$ cat config.mk
export PLATFORM = sky130hd
export DESIGN_NAME = floppy_sector_field_framer
export DESIGN_NICKNAME = d
export VERILOG_FILES = /design/src/floppy_framer_pkg.sv /design/src/floppy_sector_field_framer.sv
export VERILOG_INCLUDE_DIRS = /design/src
export SDC_FILE = /design/constraint.sdc
export NUM_CORES = 1
export LEC_CHECK = 0
export BUFFER_PORTS_ARGS = -buffer_cell sky130_fd_sc_hd__buf_2
export CELL_PAD_IN_SITES_DETAIL_PLACEMENT = 1
export CELL_PAD_IN_SITES_GLOBAL_PLACEMENT = 1
export CORE_UTILIZATION = 40
export CTS_BUF_LIST = sky130_fd_sc_hd__clkbuf_8
export CTS_CLUSTER_SIZE = 25
export DETAILED_ROUTE_END_ITERATION = 8
export PLACE_DENSITY_LB_ADDON = 0.12
export SLEW_MARGIN = 25
export SYNTH_ARGS = -nofsm -noshare
export SYNTH_HDL_FRONTEND = slang
export SYNTH_SLANG_ARGS = --single-unit
export TNS_END_PERCENT = 100
$ cat constraint.sdc
create_clock -name clk -period 4.67 [get_ports clk]
set_input_delay 0.2335 -clock clk [delete_from_list [all_inputs] [get_ports clk]]
set_output_delay 0.2335 -clock clk [all_outputs]
set_load 0.01 [all_outputs]
$ cat src/floppy_framer_params.svh
// Constants of the floppy sector field framer
// Behaviour
// - MFM address field: three A1/0A syncs, FE
// - FM address field: FE mark under C7 clock
// - Then track, head, sector, length, two CRC
// - Length from bits 1:0 only, 128 to 1024
// - FM mark needs a preceding zero byte
// - Track mismatch: seek error, recalibrate, reseek
// - Skip other sectors until match or timeout
// - Compare head only when command asks
// - Data mark after syncs, then payload, CRC
// - LSB-only variant pairs F8/FA and F9/FB
// - Invert payload bytes only, never framing bytes
// - CRC-16 1021, preset FFFF, MSB first
// - CRC written high byte first, checked on read
// - FM address CRC covers mark plus four bytes
// - FM data CRC covers mark and inverted payload
// - MFM CRC also covers the three syncs
// - Bytes carried MSB first, no framing bits
`ifndef FLOPPY_FRAMER_PARAMS_SVH
`define FLOPPY_FRAMER_PARAMS_SVH

`define MARK_ADDR 8'hfe
`define MARK_DATA 8'hfb
`define MARK_DATA_MIN 8'hf8
`define SYNC_BYTE 8'ha1
`define SYNC_COUNT 2'd3
`define CLK_MFM_SYNC 8'h0a
`define CLK_FM_MARK 8'hc7
`define CLK_FM_NORMAL 8'hff
`define CLK_MFM_NORMAL 8'h00
`define CRC_POLY 16'h1021
`define CRC_PRESET 16'hffff
`define LEN_BASE 11'd128
`define LEN_CODE_MSB 1
`define ID_BYTES 11'd4
`define GAP_BYTES 11'd12
`define CLK_MHZ 200
`define SEARCH_TIMEOUT_MS 1000

`endif

$ cat src/floppy_framer_pkg.sv
// Types and CRC step of the floppy sector field framer
`default_nettype none
package floppy_framer_pkg;
`include "floppy_framer_params.svh"

   typedef enum logic [3:0] {
      ST_IDLE, ST_HUNT, ST_ADDR, ST_DHUNT, ST_DATA,
      ST_WGAP, ST_WSYNC, ST_WMARK, ST_WBODY, ST_WCRCH, ST_WCRCL
   } fsm_state_e;

   typedef enum logic [1:0] {OP_READ, OP_WRITE, OP_FORMAT} cmd_op_e;

   typedef struct packed {
      fsm_state_e state;
      cmd_op_e op;
      logic mfm;
      logic headCheck;
      logic [7:0] track;
      logic [7:0] head;
      logic [7:0] sector;
      logic [1:0] lenCode;
      logic [1:0] syncCnt;
      logic prevZero;
      logic [15:0] crc;
      logic [10:0] cnt;
      logic [3:0][7:0] idField;
      logic [31:0] timer;
      logic [7:0] wrByte;
      logic [7:0] wrClkPat;
      logic wrValid;
      logic hostInReady;
      logic rdReady;
      logic [1:0][7:0] outData;
      logic [1:0] outCnt;
      logic outValid;
      logic busy;
      logic done;
      logic crcError;
      logic markError;
      logic deletedMark;
      logic timeoutError;
      logic seekError;
      logic recalReq;
      logic [1:0] foundLen;
   } framer_state_s;

   // One byte through the CRC register, MSB first
   function automatic logic [15:0] crc_byte(input logic [15:0] crcIn, input logic [7:0] b);
      logic [15:0] c;
      c = crcIn;
      for (int i = 7; i >= 0; i--) begin
         if (c[15] ^ b[i]) begin
            c = {c[14:0], 1'b0} ^ `CRC_POLY;
         end else begin
            c = {c[14:0], 1'b0};
         end
      end
      return c;
   endfunction
endpackage
`default_nettype wire

$ cat src/floppy_sector_field_framer.sv
// Byte-level framer and checker for floppy address and data fields
`timescale 1ns/100ps
`default_nettype none
`include "floppy_framer_params.svh"

module floppy_sector_field_framer
   import floppy_framer_pkg::*;
#(
   parameter int unsigned SearchTimeoutCycles = `SEARCH_TIMEOUT_MS * 1000 * `CLK_MHZ,
   parameter bit LsbOnlyMark = 1'b0
) (
   input wire logic clk,
   input wire logic rst_n,
   // Command side
   input wire logic cmdStart,
   input wire cmd_op_e cmdOp,
   input wire logic cmdMfm,
   input wire logic cmdHeadCheck,
   input wire logic [7:0] cmdTrack,
   input wire logic [7:0] cmdHead,
   input wire logic [7:0] cmdSector,
   input wire logic [1:0] cmdLenCode,
   output logic busy,
   output logic done,
   output logic crcError,
   output logic markError,
   output logic deletedMark,
   output logic timeoutError,
   output logic seekError,
   output logic recalReq,
   output logic [1:0] foundLen,
   // Host payload in (write)
   input wire logic [7:0] hostInByte,
   input wire logic hostInValid,
   output logic hostInReady,
   // Host payload out (read)
   output logic [7:0] hostOutByte,
   output logic hostOutValid,
   input wire logic hostOutReady,
   // Decoder side
   input wire logic [7:0] rdByte,
   input wire logic [7:0] rdClkPat,
   input wire logic rdValid,
   output logic rdReady,
   // Encoder side
   output logic [7:0] wrByte,
   output logic [7:0] wrClkPat,
   output logic wrValid,
   input wire logic wrReady
);

   if (SearchTimeoutCycles < 2) begin : g_chk_timeout
      $error("SearchTimeoutCycles must be at least 2");
   end

   framer_state_s q;
   framer_state_s d;

   ////////////////////////////////////////////////////////////////////////////
   // Next state

   logic take;
   logic isSync;
   logic markSeen;
   logic [15:0] markCrc;
   logic [15:0] rdCrc;
   logic [10:0] payLen;
   logic wrFree;
   logic [7:0] normClk;
   logic [7:0] emitByte;
   logic emit;
   logic finish;

   always_comb begin
      d = q;
      d.done = 1'b0;
      d.recalReq = 1'b0;
      finish = 1'b0;
      emit = 1'b0;
      emitByte = 8'h00;
      take = rdValid && q.rdReady;
      // Sync byte: A1 data under 0A clock, MFM only
      isSync = q.mfm && rdClkPat == `CLK_MFM_SYNC && rdByte == `SYNC_BYTE;
      // FM mark under C7 clock needs a zero byte right before it
      markSeen = take && ((!q.mfm && rdClkPat == `CLK_FM_MARK && q.prevZero)
                 || (q.mfm && q.syncCnt == `SYNC_COUNT && !isSync));
      markCrc = crc_byte(q.mfm ? q.crc : `CRC_PRESET, rdByte);
      rdCrc = crc_byte(q.crc, rdByte);
      payLen = `LEN_BASE << q.foundLen;
      wrFree = !q.wrValid || wrReady;
      normClk = q.mfm ? `CLK_MFM_NORMAL : `CLK_FM_NORMAL;

      if (q.wrValid && wrReady) begin
         d.wrValid = 1'b0;
      end
      if (q.outCnt != 2'd0 && hostOutReady) begin
         d.outData[0] = q.outData[1];
         d.outCnt = q.outCnt - 2'd1;
      end

      // Sync and zero tracking while hunting for marks
      if (take && (q.state == ST_HUNT || q.state == ST_DHUNT)) begin
         d.prevZero = rdByte == 8'h00 && rdClkPat != `CLK_FM_MARK;
         if (isSync) begin
            d.crc = crc_byte(q.syncCnt == 2'd0 ? `CRC_PRESET : q.crc, rdByte);
            if (q.syncCnt != `SYNC_COUNT) begin
               d.syncCnt = q.syncCnt + 2'd1;
            end
         end else begin
            d.syncCnt = 2'd0;
         end
      end

      // Search timeout covers hunting and address parsing
      if (q.state == ST_HUNT || q.state == ST_ADDR || q.state == ST_DHUNT) begin
         d.timer = q.timer + 32'd1;
         if (q.timer == SearchTimeoutCycles - 1) begin
            d.timeoutError = 1'b1;
            finish = 1'b1;
         end
      end

      case (q.state)
         ST_IDLE: begin
            if (cmdStart) begin
               d.op = cmdOp;
               d.mfm = cmdMfm;
               d.headCheck = cmdHeadCheck;
               d.track = cmdTrack;
               d.head = cmdHead;
               d.sector = cmdSector;
               d.lenCode = cmdLenCode;
               d.busy = 1'b1;
               d.timer = 32'd0;
               d.cnt = 11'd0;
               d.syncCnt = 2'd0;
               d.prevZero = 1'b0;
               d.crcError = 1'b0;
               d.markError = 1'b0;
               d.deletedMark = 1'b0;
               d.timeoutError = 1'b0;
               d.seekError = 1'b0;
               d.state = cmdOp == OP_FORMAT ? ST_WGAP : ST_HUNT;
            end
         end
         ST_HUNT, ST_DHUNT: begin
            if (markSeen && rdByte == `MARK_ADDR) begin
               d.crc = markCrc;
               d.cnt = 11'd0;
               d.state = ST_ADDR;
            end else if (markSeen && q.state == ST_DHUNT && rdByte >= `MARK_DATA_MIN
                         && rdByte <= `MARK_DATA) begin
               d.crc = markCrc;
               d.cnt = 11'd0;
               d.markError = rdByte != `MARK_DATA;
               if (LsbOnlyMark) begin
                  d.deletedMark = !rdByte[0];
               end else begin
                  d.deletedMark = rdByte != `MARK_DATA;
               end
               d.state = ST_DATA;
            end
            if (markSeen) begin
               d.syncCnt = 2'd0;
               d.prevZero = 1'b0;
            end
         end
         ST_ADDR: begin
            if (take) begin
               d.crc = rdCrc;
               if (q.cnt < `ID_BYTES) begin
                  d.idField[q.cnt[1:0]] = rdByte;
               end
               d.cnt = q.cnt + 11'd1;
               if (q.cnt == `ID_BYTES + 11'd1) begin
                  d.state = ST_HUNT;
                  d.syncCnt = 2'd0;
                  d.prevZero = 1'b0;
                  if (rdCrc != 16'h0000) begin
                     d.crcError = 1'b1;
                  end else if (q.idField[0] != q.track) begin
                     d.seekError = 1'b1;
                     d.recalReq = 1'b1;
                  end else if (q.idField[2] != q.sector) begin
                     d.state = ST_HUNT;
                  end else if (q.headCheck && q.idField[1] != q.head) begin
                     d.state = ST_HUNT;
                  end else begin
                     d.crcError = 1'b0;
                     d.seekError = 1'b0;
                     d.foundLen = q.idField[3][`LEN_CODE_MSB:0];
                     d.cnt = 11'd0;
                     d.state = q.op == OP_WRITE ? ST_WGAP : ST_DHUNT;
                  end
               end
            end
         end
         ST_DATA: begin
            if (take) begin
               d.crc = rdCrc;
               d.cnt = q.cnt + 11'd1;
               if (q.cnt < payLen) begin
                  d.outData[d.outCnt[0]] = ~rdByte;
                  d.outCnt = d.outCnt + 2'd1;
               end
               if (q.cnt == payLen + 11'd1) begin
                  d.crcError = rdCrc != 16'h0000;
                  finish = 1'b1;
               end
            end
         end
         ST_WGAP: begin
            if (wrFree) begin
               emit = 1'b1;
               emitByte = 8'h00;
               d.wrClkPat = normClk;
               d.cnt = q.cnt + 11'd1;
               if (q.cnt == `GAP_BYTES - 11'd1) begin
                  d.cnt = 11'd0;
                  d.state = q.mfm ? ST_WSYNC : ST_WMARK;
               end
            end
         end
         ST_WSYNC: begin
            if (wrFree) begin
               emit = 1'b1;
               emitByte = `SYNC_BYTE;
               d.wrClkPat = `CLK_MFM_SYNC;
               d.crc = crc_byte(q.cnt == 11'd0 ? `CRC_PRESET : q.crc, `SYNC_BYTE);
               d.cnt = q.cnt + 11'd1;
               if (q.cnt == 11'(`SYNC_COUNT) - 11'd1) begin
                  d.cnt = 11'd0;
                  d.state = ST_WMARK;
               end
            end
         end
         ST_WMARK: begin
            if (wrFree) begin
               emit = 1'b1;
               emitByte = q.op == OP_FORMAT ? `MARK_ADDR : `MARK_DATA;
               d.wrClkPat = q.mfm ? `CLK_MFM_NORMAL : `CLK_FM_MARK;
               d.crc = crc_byte(q.mfm ? q.crc : `CRC_PRESET, emitByte);
               d.cnt = 11'd0;
               d.state = ST_WBODY;
            end
         end
         ST_WBODY: begin
            if (q.op == OP_FORMAT) begin
               if (wrFree) begin
                  emit = 1'b1;
                  case (q.cnt[1:0])
                     2'd0: emitByte = q.track;
                     2'd1: emitByte = q.head;
                     2'd2: emitByte = q.sector;
                     default: emitByte = {6'h00, q.lenCode};
                  endcase
                  d.wrClkPat = normClk;
                  d.crc = crc_byte(q.crc, emitByte);
                  d.cnt = q.cnt + 11'd1;
                  if (q.cnt == `ID_BYTES - 11'd1) begin
                     d.state = ST_WCRCH;
                  end
               end
            end else if (q.hostInReady && hostInValid) begin
               emit = 1'b1;
               emitByte = ~hostInByte;
               d.wrClkPat = normClk;
               d.crc = crc_byte(q.crc, emitByte);
               d.cnt = q.cnt + 11'd1;
               if (q.cnt == payLen - 11'd1) begin
                  d.state = ST_WCRCH;
               end
            end
         end
         ST_WCRCH: begin
            if (wrFree) begin
               emit = 1'b1;
               emitByte = q.crc[15:8];
               d.wrClkPat = normClk;
               d.state = ST_WCRCL;
            end
         end
         ST_WCRCL: begin
            if (wrFree) begin
               emit = 1'b1;
               emitByte = q.crc[7:0];
               d.wrClkPat = normClk;
               finish = 1'b1;
            end
         end
         default: begin
            d.state = ST_IDLE;
         end
      endcase

      if (emit) begin
         d.wrByte = emitByte;
         d.wrValid = 1'b1;
      end
      if (finish) begin
         d.state = ST_IDLE;
         d.busy = 1'b0;
         d.done = 1'b1;
      end
      d.hostInReady = d.state == ST_WBODY && q.op == OP_WRITE && !d.wrValid;
      d.rdReady = d.outCnt != 2'd2;
      d.outValid = d.outCnt != 2'd0;
   end

   ////////////////////////////////////////////////////////////////////////////
   // State register

   always_ff @(posedge clk or negedge rst_n) begin
      if (!rst_n) begin
         q <= '0;
         q.state <= ST_IDLE;
         q.op <= OP_READ;
         q.crc <= `CRC_PRESET;
         q.rdReady <= 1'b1;
      end else begin
         q <= d;
      end
   end

   ////////////////////////////////////////////////////////////////////////////
   // Outputs

   assign busy = q.busy;
   assign done = q.done;
   assign crcError = q.crcError;
   assign markError = q.markError;
   assign deletedMark = q.deletedMark;
   assign timeoutError = q.timeoutError;
   assign seekError = q.seekError;
   assign recalReq = q.recalReq;
   assign foundLen = q.foundLen;
   assign hostInReady = q.hostInReady;
   assign hostOutByte = q.outData[0];
   assign hostOutValid = q.outValid;
   assign rdReady = q.rdReady;
   assign wrByte = q.wrByte;
   assign wrClkPat = q.wrClkPat;
   assign wrValid = q.wrValid;

endmodule
`default_nettype wire

Word-level counts from Yosys, hierarchy flattened
Index checks and enable logic that the tools add are counted.
{"block": "word_totals", "output_inout_bits": 38, "inputBits": 61, "elab_cells": 543, "ff_bits": 176}
{"block": "op_classes", "shifts": 1, "n_addsub": 7, "n_eq_ne": 54, "magnitude_cmp": 8, "n_reduce_logical": 60, "bitwise_logic": 107, "muxes": 271}
{"op": "$mux W16", "count": 88}
{"op": "$mux W13", "count": 56}
{"op": "$mux W27", "count": 8}
{"op": "$not A3 Y3", "count": 53}
{"op": "$mux W8", "count": 19}
{"op": "$mux W32", "count": 4}
{"op": "$mux W11", "count": 9}
{"op": "$pmux W16 S6", "count": 1}
{"op": "$mux W4", "count": 22}
{"op": "$pmux W11 S8", "count": 1}
{"op": "$mux W62", "count": 1}
{"op": "$xor A1 B1 Y1", "count": 43}
{"op": "$mux W10", "count": 4}
{"op": "$pmux W8 S5", "count": 1}
{"op": "$mux W37", "count": 1}
{"op": "$pmux W4 S9", "count": 1}
{"op": "$add A32 B1 Y32 const B", "count": 1}
{"op": "$bwmux W32", "count": 1}
{"op": "$eq A32 B28 Y1 const B", "count": 1}
{"op": "$pmux W8 S4", "count": 1}
{"op": "$mux W1", "count": 26}
{"op": "$eq A8 B8 Y1 const B", "count": 3}
{"op": "$ne A2 B2 Y1 const B", "count": 12}
{"op": "$ne A3 B3 Y1 const B", "count": 8}
{"op": "63 further kinds", "count": 143}

Longest topological paths before layout
{"block": "logic_depth", "ltp_word": 45, "depth_mapped": 11, "depth_no_buf": 10}

Worst setup path after synthesis
Ideal clock, no wire load.
{"block": "synth_path", "path_kind": "register -> register", "startpoint": "register q[135] (netlist bit)", "endpoint": "register q (netlist bit foundLen[0])", "t_arrival_ns": 2.526, "path_slack_ns": 2.020, "stages_incl_launch_ff": 9, "required_time_ns": 4.545, "path_cell_list": "dfstp_2 > buf_4 > xor2_1 > xnor2_1 > and4b_1 > nand4_1 > or3_1 > nor2_1 > mux2_2"}
{"block": "synth_via", "elab_chain_len": 9, "elab_cells_between_ends": 10}
{"element": "start, declared", "line": "floppy_sector_field_framer.sv:56", "rtl": "framer_state_s q;"}
{"element": "$xor A1 B1 Y1 (*)", "line": "floppy_framer_pkg.sv:52", "rtl": "if (c[15] ^ b[i]) begin"}
{"element": "$mux W13 (*)", "line": "floppy_framer_pkg.sv:52"}
{"element": "$mux W13 (3 in series)", "line": "floppy_framer_pkg.sv:52"}
{"element": "$mux W13 (*)", "line": "floppy_framer_pkg.sv:52"}
{"element": "$reduce_bool A16 Y1 (*)", "line": "floppy_sector_field_framer.sv:179", "rtl": "if (rdCrc != 16'h0000) begin"}
{"element": "$not A1 Y1 (no source line) (*)"}
{"element": "$reduce_and A7 Y1 (no source line) (*)"}
Every way passes the cells marked *; elsewhere a longest branch is shown, timed or not.
A chain may end at the register's enable or synchronous reset.

Worst setup path after layout
{"block": "layout_path", "startpoint": "register q[173] (netlist bit)", "endpoint": "register q[117] (netlist bit)"}
{"block": "layout_via", "elab_chain_len": 6, "elab_cells_between_ends": 25}
{"element": "$eq A4 B2 Y1", "line": "floppy_sector_field_framer.sv:123, floppy_sector_field_framer.sv:151"}
{"element": "$logic_and A1 B1 Y1", "line": "floppy_sector_field_framer.sv:151", "rtl": "end else if (markSeen && q.state == ST_DHUNT && rdByte >= `MARK_DATA_MIN"}
{"element": "$logic_and A1 B1 Y1 (no source line) (2 in series)"}
{"element": "$ne A3 B3 Y1 (no source line)"}
{"element": "$reduce_and A10 Y1 (no source line)"}
Several ways; a longest one is shown, not always the timed one.

==> flow_summary.toml <==
[clocking]
clkLatencyLatePin_ps = 510
post_cts_buffers = 0
clk_transition_reported_paths_ps = 100
numCtsBuffers = 17
clk_path_buf_depth = 2
h-tree-depth = 4
cts_resized = 0
clockRootBuffer = "clkbuf_8"
cts_sinks = 169
ctsHoldBuffers = 30
cts_tree = "built"

[place]
hpwlAfterDp_um = 32500
place_inst = 1799
gp_congestion = 1.01
port_buffers = 98
pre_cts_ws_ps = 1150
placed_area_um2 = 12500

[sta]
period_share_pct = 77.3
tightest_slew_ps = 1080
fin_ws_ps = 1060
slew-limit-headroom_pct = 27.7
period_minus_slack_ps = 3610
setup-tns-final_ps = 0
max_freq_mhz = 277
clock_skew_ps = 28.9
rsz0062_at_grt = "no"
setup_viol = 0
hold_viol = 0
maxSlewViolCount = 0

[yosys]
synth-simple-area-share_pct = 22.8
synth.distinct_cells = 83
yosys-top-cells-area = "dfrtp_1 (32%), nand2_1 (7.4%), xnor2_1 (7.4%)"
synth_fa_ha_area_share_pct = 1.06
synth_flop_cell = "dfrtp_1"
yosysWarningCount = 0
avgSynthCellArea_um2 = 8.45
async_flop_share_pct = 100
synth.net_count = 1467
yosysSeqAreaShare_pct = 36.1
muxShareOfSynthArea_pct = 4.10
yosys.area.top_type = "dfrtp_1"
synth_compound_area_share_pct = 17.2
synthCells = 1396
synth_top_family_by_area = "simple AND/OR/NAND/NOR gates"
synth_xor_area_share_pct = 13.5
netlist_area_um2 = 11800
synth-edff-count = 0
synth_top_area_share_pct = 32.3
ys_ff_latch = 169

[drt]
ant_nets = 0
dr.pass1.iters = 5
drt_iter0_drc = 1078
viasPerCell = 5.97
num_vias = 11100
routedWlPerCell_um = 24.3
drc_errors = 0
routed_wl_um = 45200

[global_routing]
grt_pass1_wl_um = 69500
grt_usage_pct = 30.5
gr-max-usage-layer = "met2"
grt_max_degree = 97
met2_usage_pct = 48.5
use_met3_pct = 5.72
grt_overflow_total = 0
grt_use_met1_pct = 40.5
antenna_found_initial = 0
grt_pass1_vias = 11300

[final_layout]
fin_util_pct = 45.5
area_growth_pct = 11.4
fin_area_um2 = 13100
fin_cells = 1862
layout.nets = 1535
fillers = 3483
drive_above_1_share_pct = 15.6
layout_common_cells = "nand2_1 (232), dfrtp_1 (152), nor2_1 (124)"
seq_area_um2 = 4250
final_common_cell = "nand2_1"
multiInputGateArea_um2 = 6930

[worst_setup_path]
worstPathCellList = "nand2_1 > or3_1 > and2_4 > a211oi_4 > or2b_2 > and4_1 > o21ai_1 > a22o_1"
start_kind = "register"
cp_max_fo = 24
critical_path_class = "register to register"
crit_path_end_kind = "register"
crit_family = "simple AND/OR/NAND/NOR gates"
slowest_stage = "dfrtp_1"
cp_data_arrival_time_ps = 4000
cp_num_buf_inv = 0
max_stage_delay_ps = 890
cp.required_ps = 5060

[hold_path]
hold_class = "input pin to register"

[floorplanning]
start_util_pct = 40.9
dieArea_um2 = 30200
die_w_um = 174
rows = 62
io_pins = 99
core-area_um2 = 28900
die_h_um = 174

[status]
outcome = "finished, final reports clean"

[pwr]
p_leak_nw = 5.73
ir_drop_v = 0.000200
p_per_area_nw_per_um2 = 606

[flow_run]
timing.max_cap.violations = 0
==> cells in the mapped netlist (8+ instances only) <==
cell type and instances:
dfstp_2 17, xnor2_1 99, and2_1 8, o21ai_1 9, inv_1 20, a22o_1 10
clkbuf_1 57, nor2b_1 28, o211ai_1 11, a31oi_1 10, and3_1 15, dfrtp_1 152
a222oi_1 8, xor2_1 71, nand4_1 27, a22oi_1 11, mux2i_1 10, nand3_1 31
or3_1 8, nor2_1 125, a211oi_1 20, o21ai_0 66, mux2_2 34, a221oi_1 9
a21oi_1 76, buf_4 33, buf_2 9, nor4_1 17, ha_1 10, o22ai_1 14
nand2b_1 16, nand2_1 232, nor3_1 20
==> tightest hold or removal path: cells and delay by family <==
family	cells	cell delay (ps)
AOI/OAI and AO/OA	1	90
buffers and inverters	2	170
==> cell families (layout without fill, tap and decap cells) <==
| logic type | Yosys count | count (layout) |
|---|---|---|
| mux | 44 | 44 |
| other cells | 0 | 1 |
| fa+ha+maj | 10 | 10 |
| buf+inv | 127 | 208 |
| xor+xnor | 175 | 175 |
| compound gates | 307 | 307 |
| simple gates | 564 | 564 |
| flops | 169 | 169 |
==> registers in the layout, summed over array words and instances, names as in the netlist, 2 cells and up <==
signal and count:
q 132, hostOutByte 8, foundLen 2, wrByte 8, wrClkPat 8
==> routing by layer <==
| metal | vias to the layer above | wire length (µm) |
|---|---|---|
| li1 | 5021 | - |
| met1 | 5584 | 19700 |
| met2 | 414 | 20700 |
| met3 | 106 | 2980 |
| met4 | 0 | 1800 |
| met5 | - | 0 |
==> final timing paths <==
check	depth (start not counted)	startpoint	to	slack, ps
setup / recovery	8	q[173]	q[117]	1060
hold / removal	3	cmdOp[0]	q[170]	40
setup reg to reg	8	q[173]	q[117]	1060
hold reg to reg	2	wrClkPat[4]	wrClkPat[4]	480
max in group asynchronous	3	rst_n	q[60]	3340
min in group asynchronous	2	rst_n	hostOutByte[6]	370
==> report_power, final <==
group          internal (mW)  leakage [nW]  switching [mW]  total (mW)
combinational           1.67          3.35            2.74        4.41
clock                  0.412         0.191           0.637        1.05
sequential              1.93          2.18           0.570        2.50
==> layout make-up <==
class	count	area share (%)
Timing Repair Buffer	156	7.78
Clock inverter	13	0.839
Inverter	20	0.572
Tap cell	384	3.66
Clock buffer	19	1.99
Sequential cell	169	32.4
Antenna cell	1	0.0191
Multi-Input combinational cell	1100	52.8
==> stage by stage <==
stage	hold slack [ps]	power, mW
after floorplan	-62.1	5.44
after global placement	421	6.70
after detailed placement	422	6.81
after CTS	9.76	7.89
after global routing	54.1	8.41
final	38.0	7.95
(Power assumes the default switching activity.)
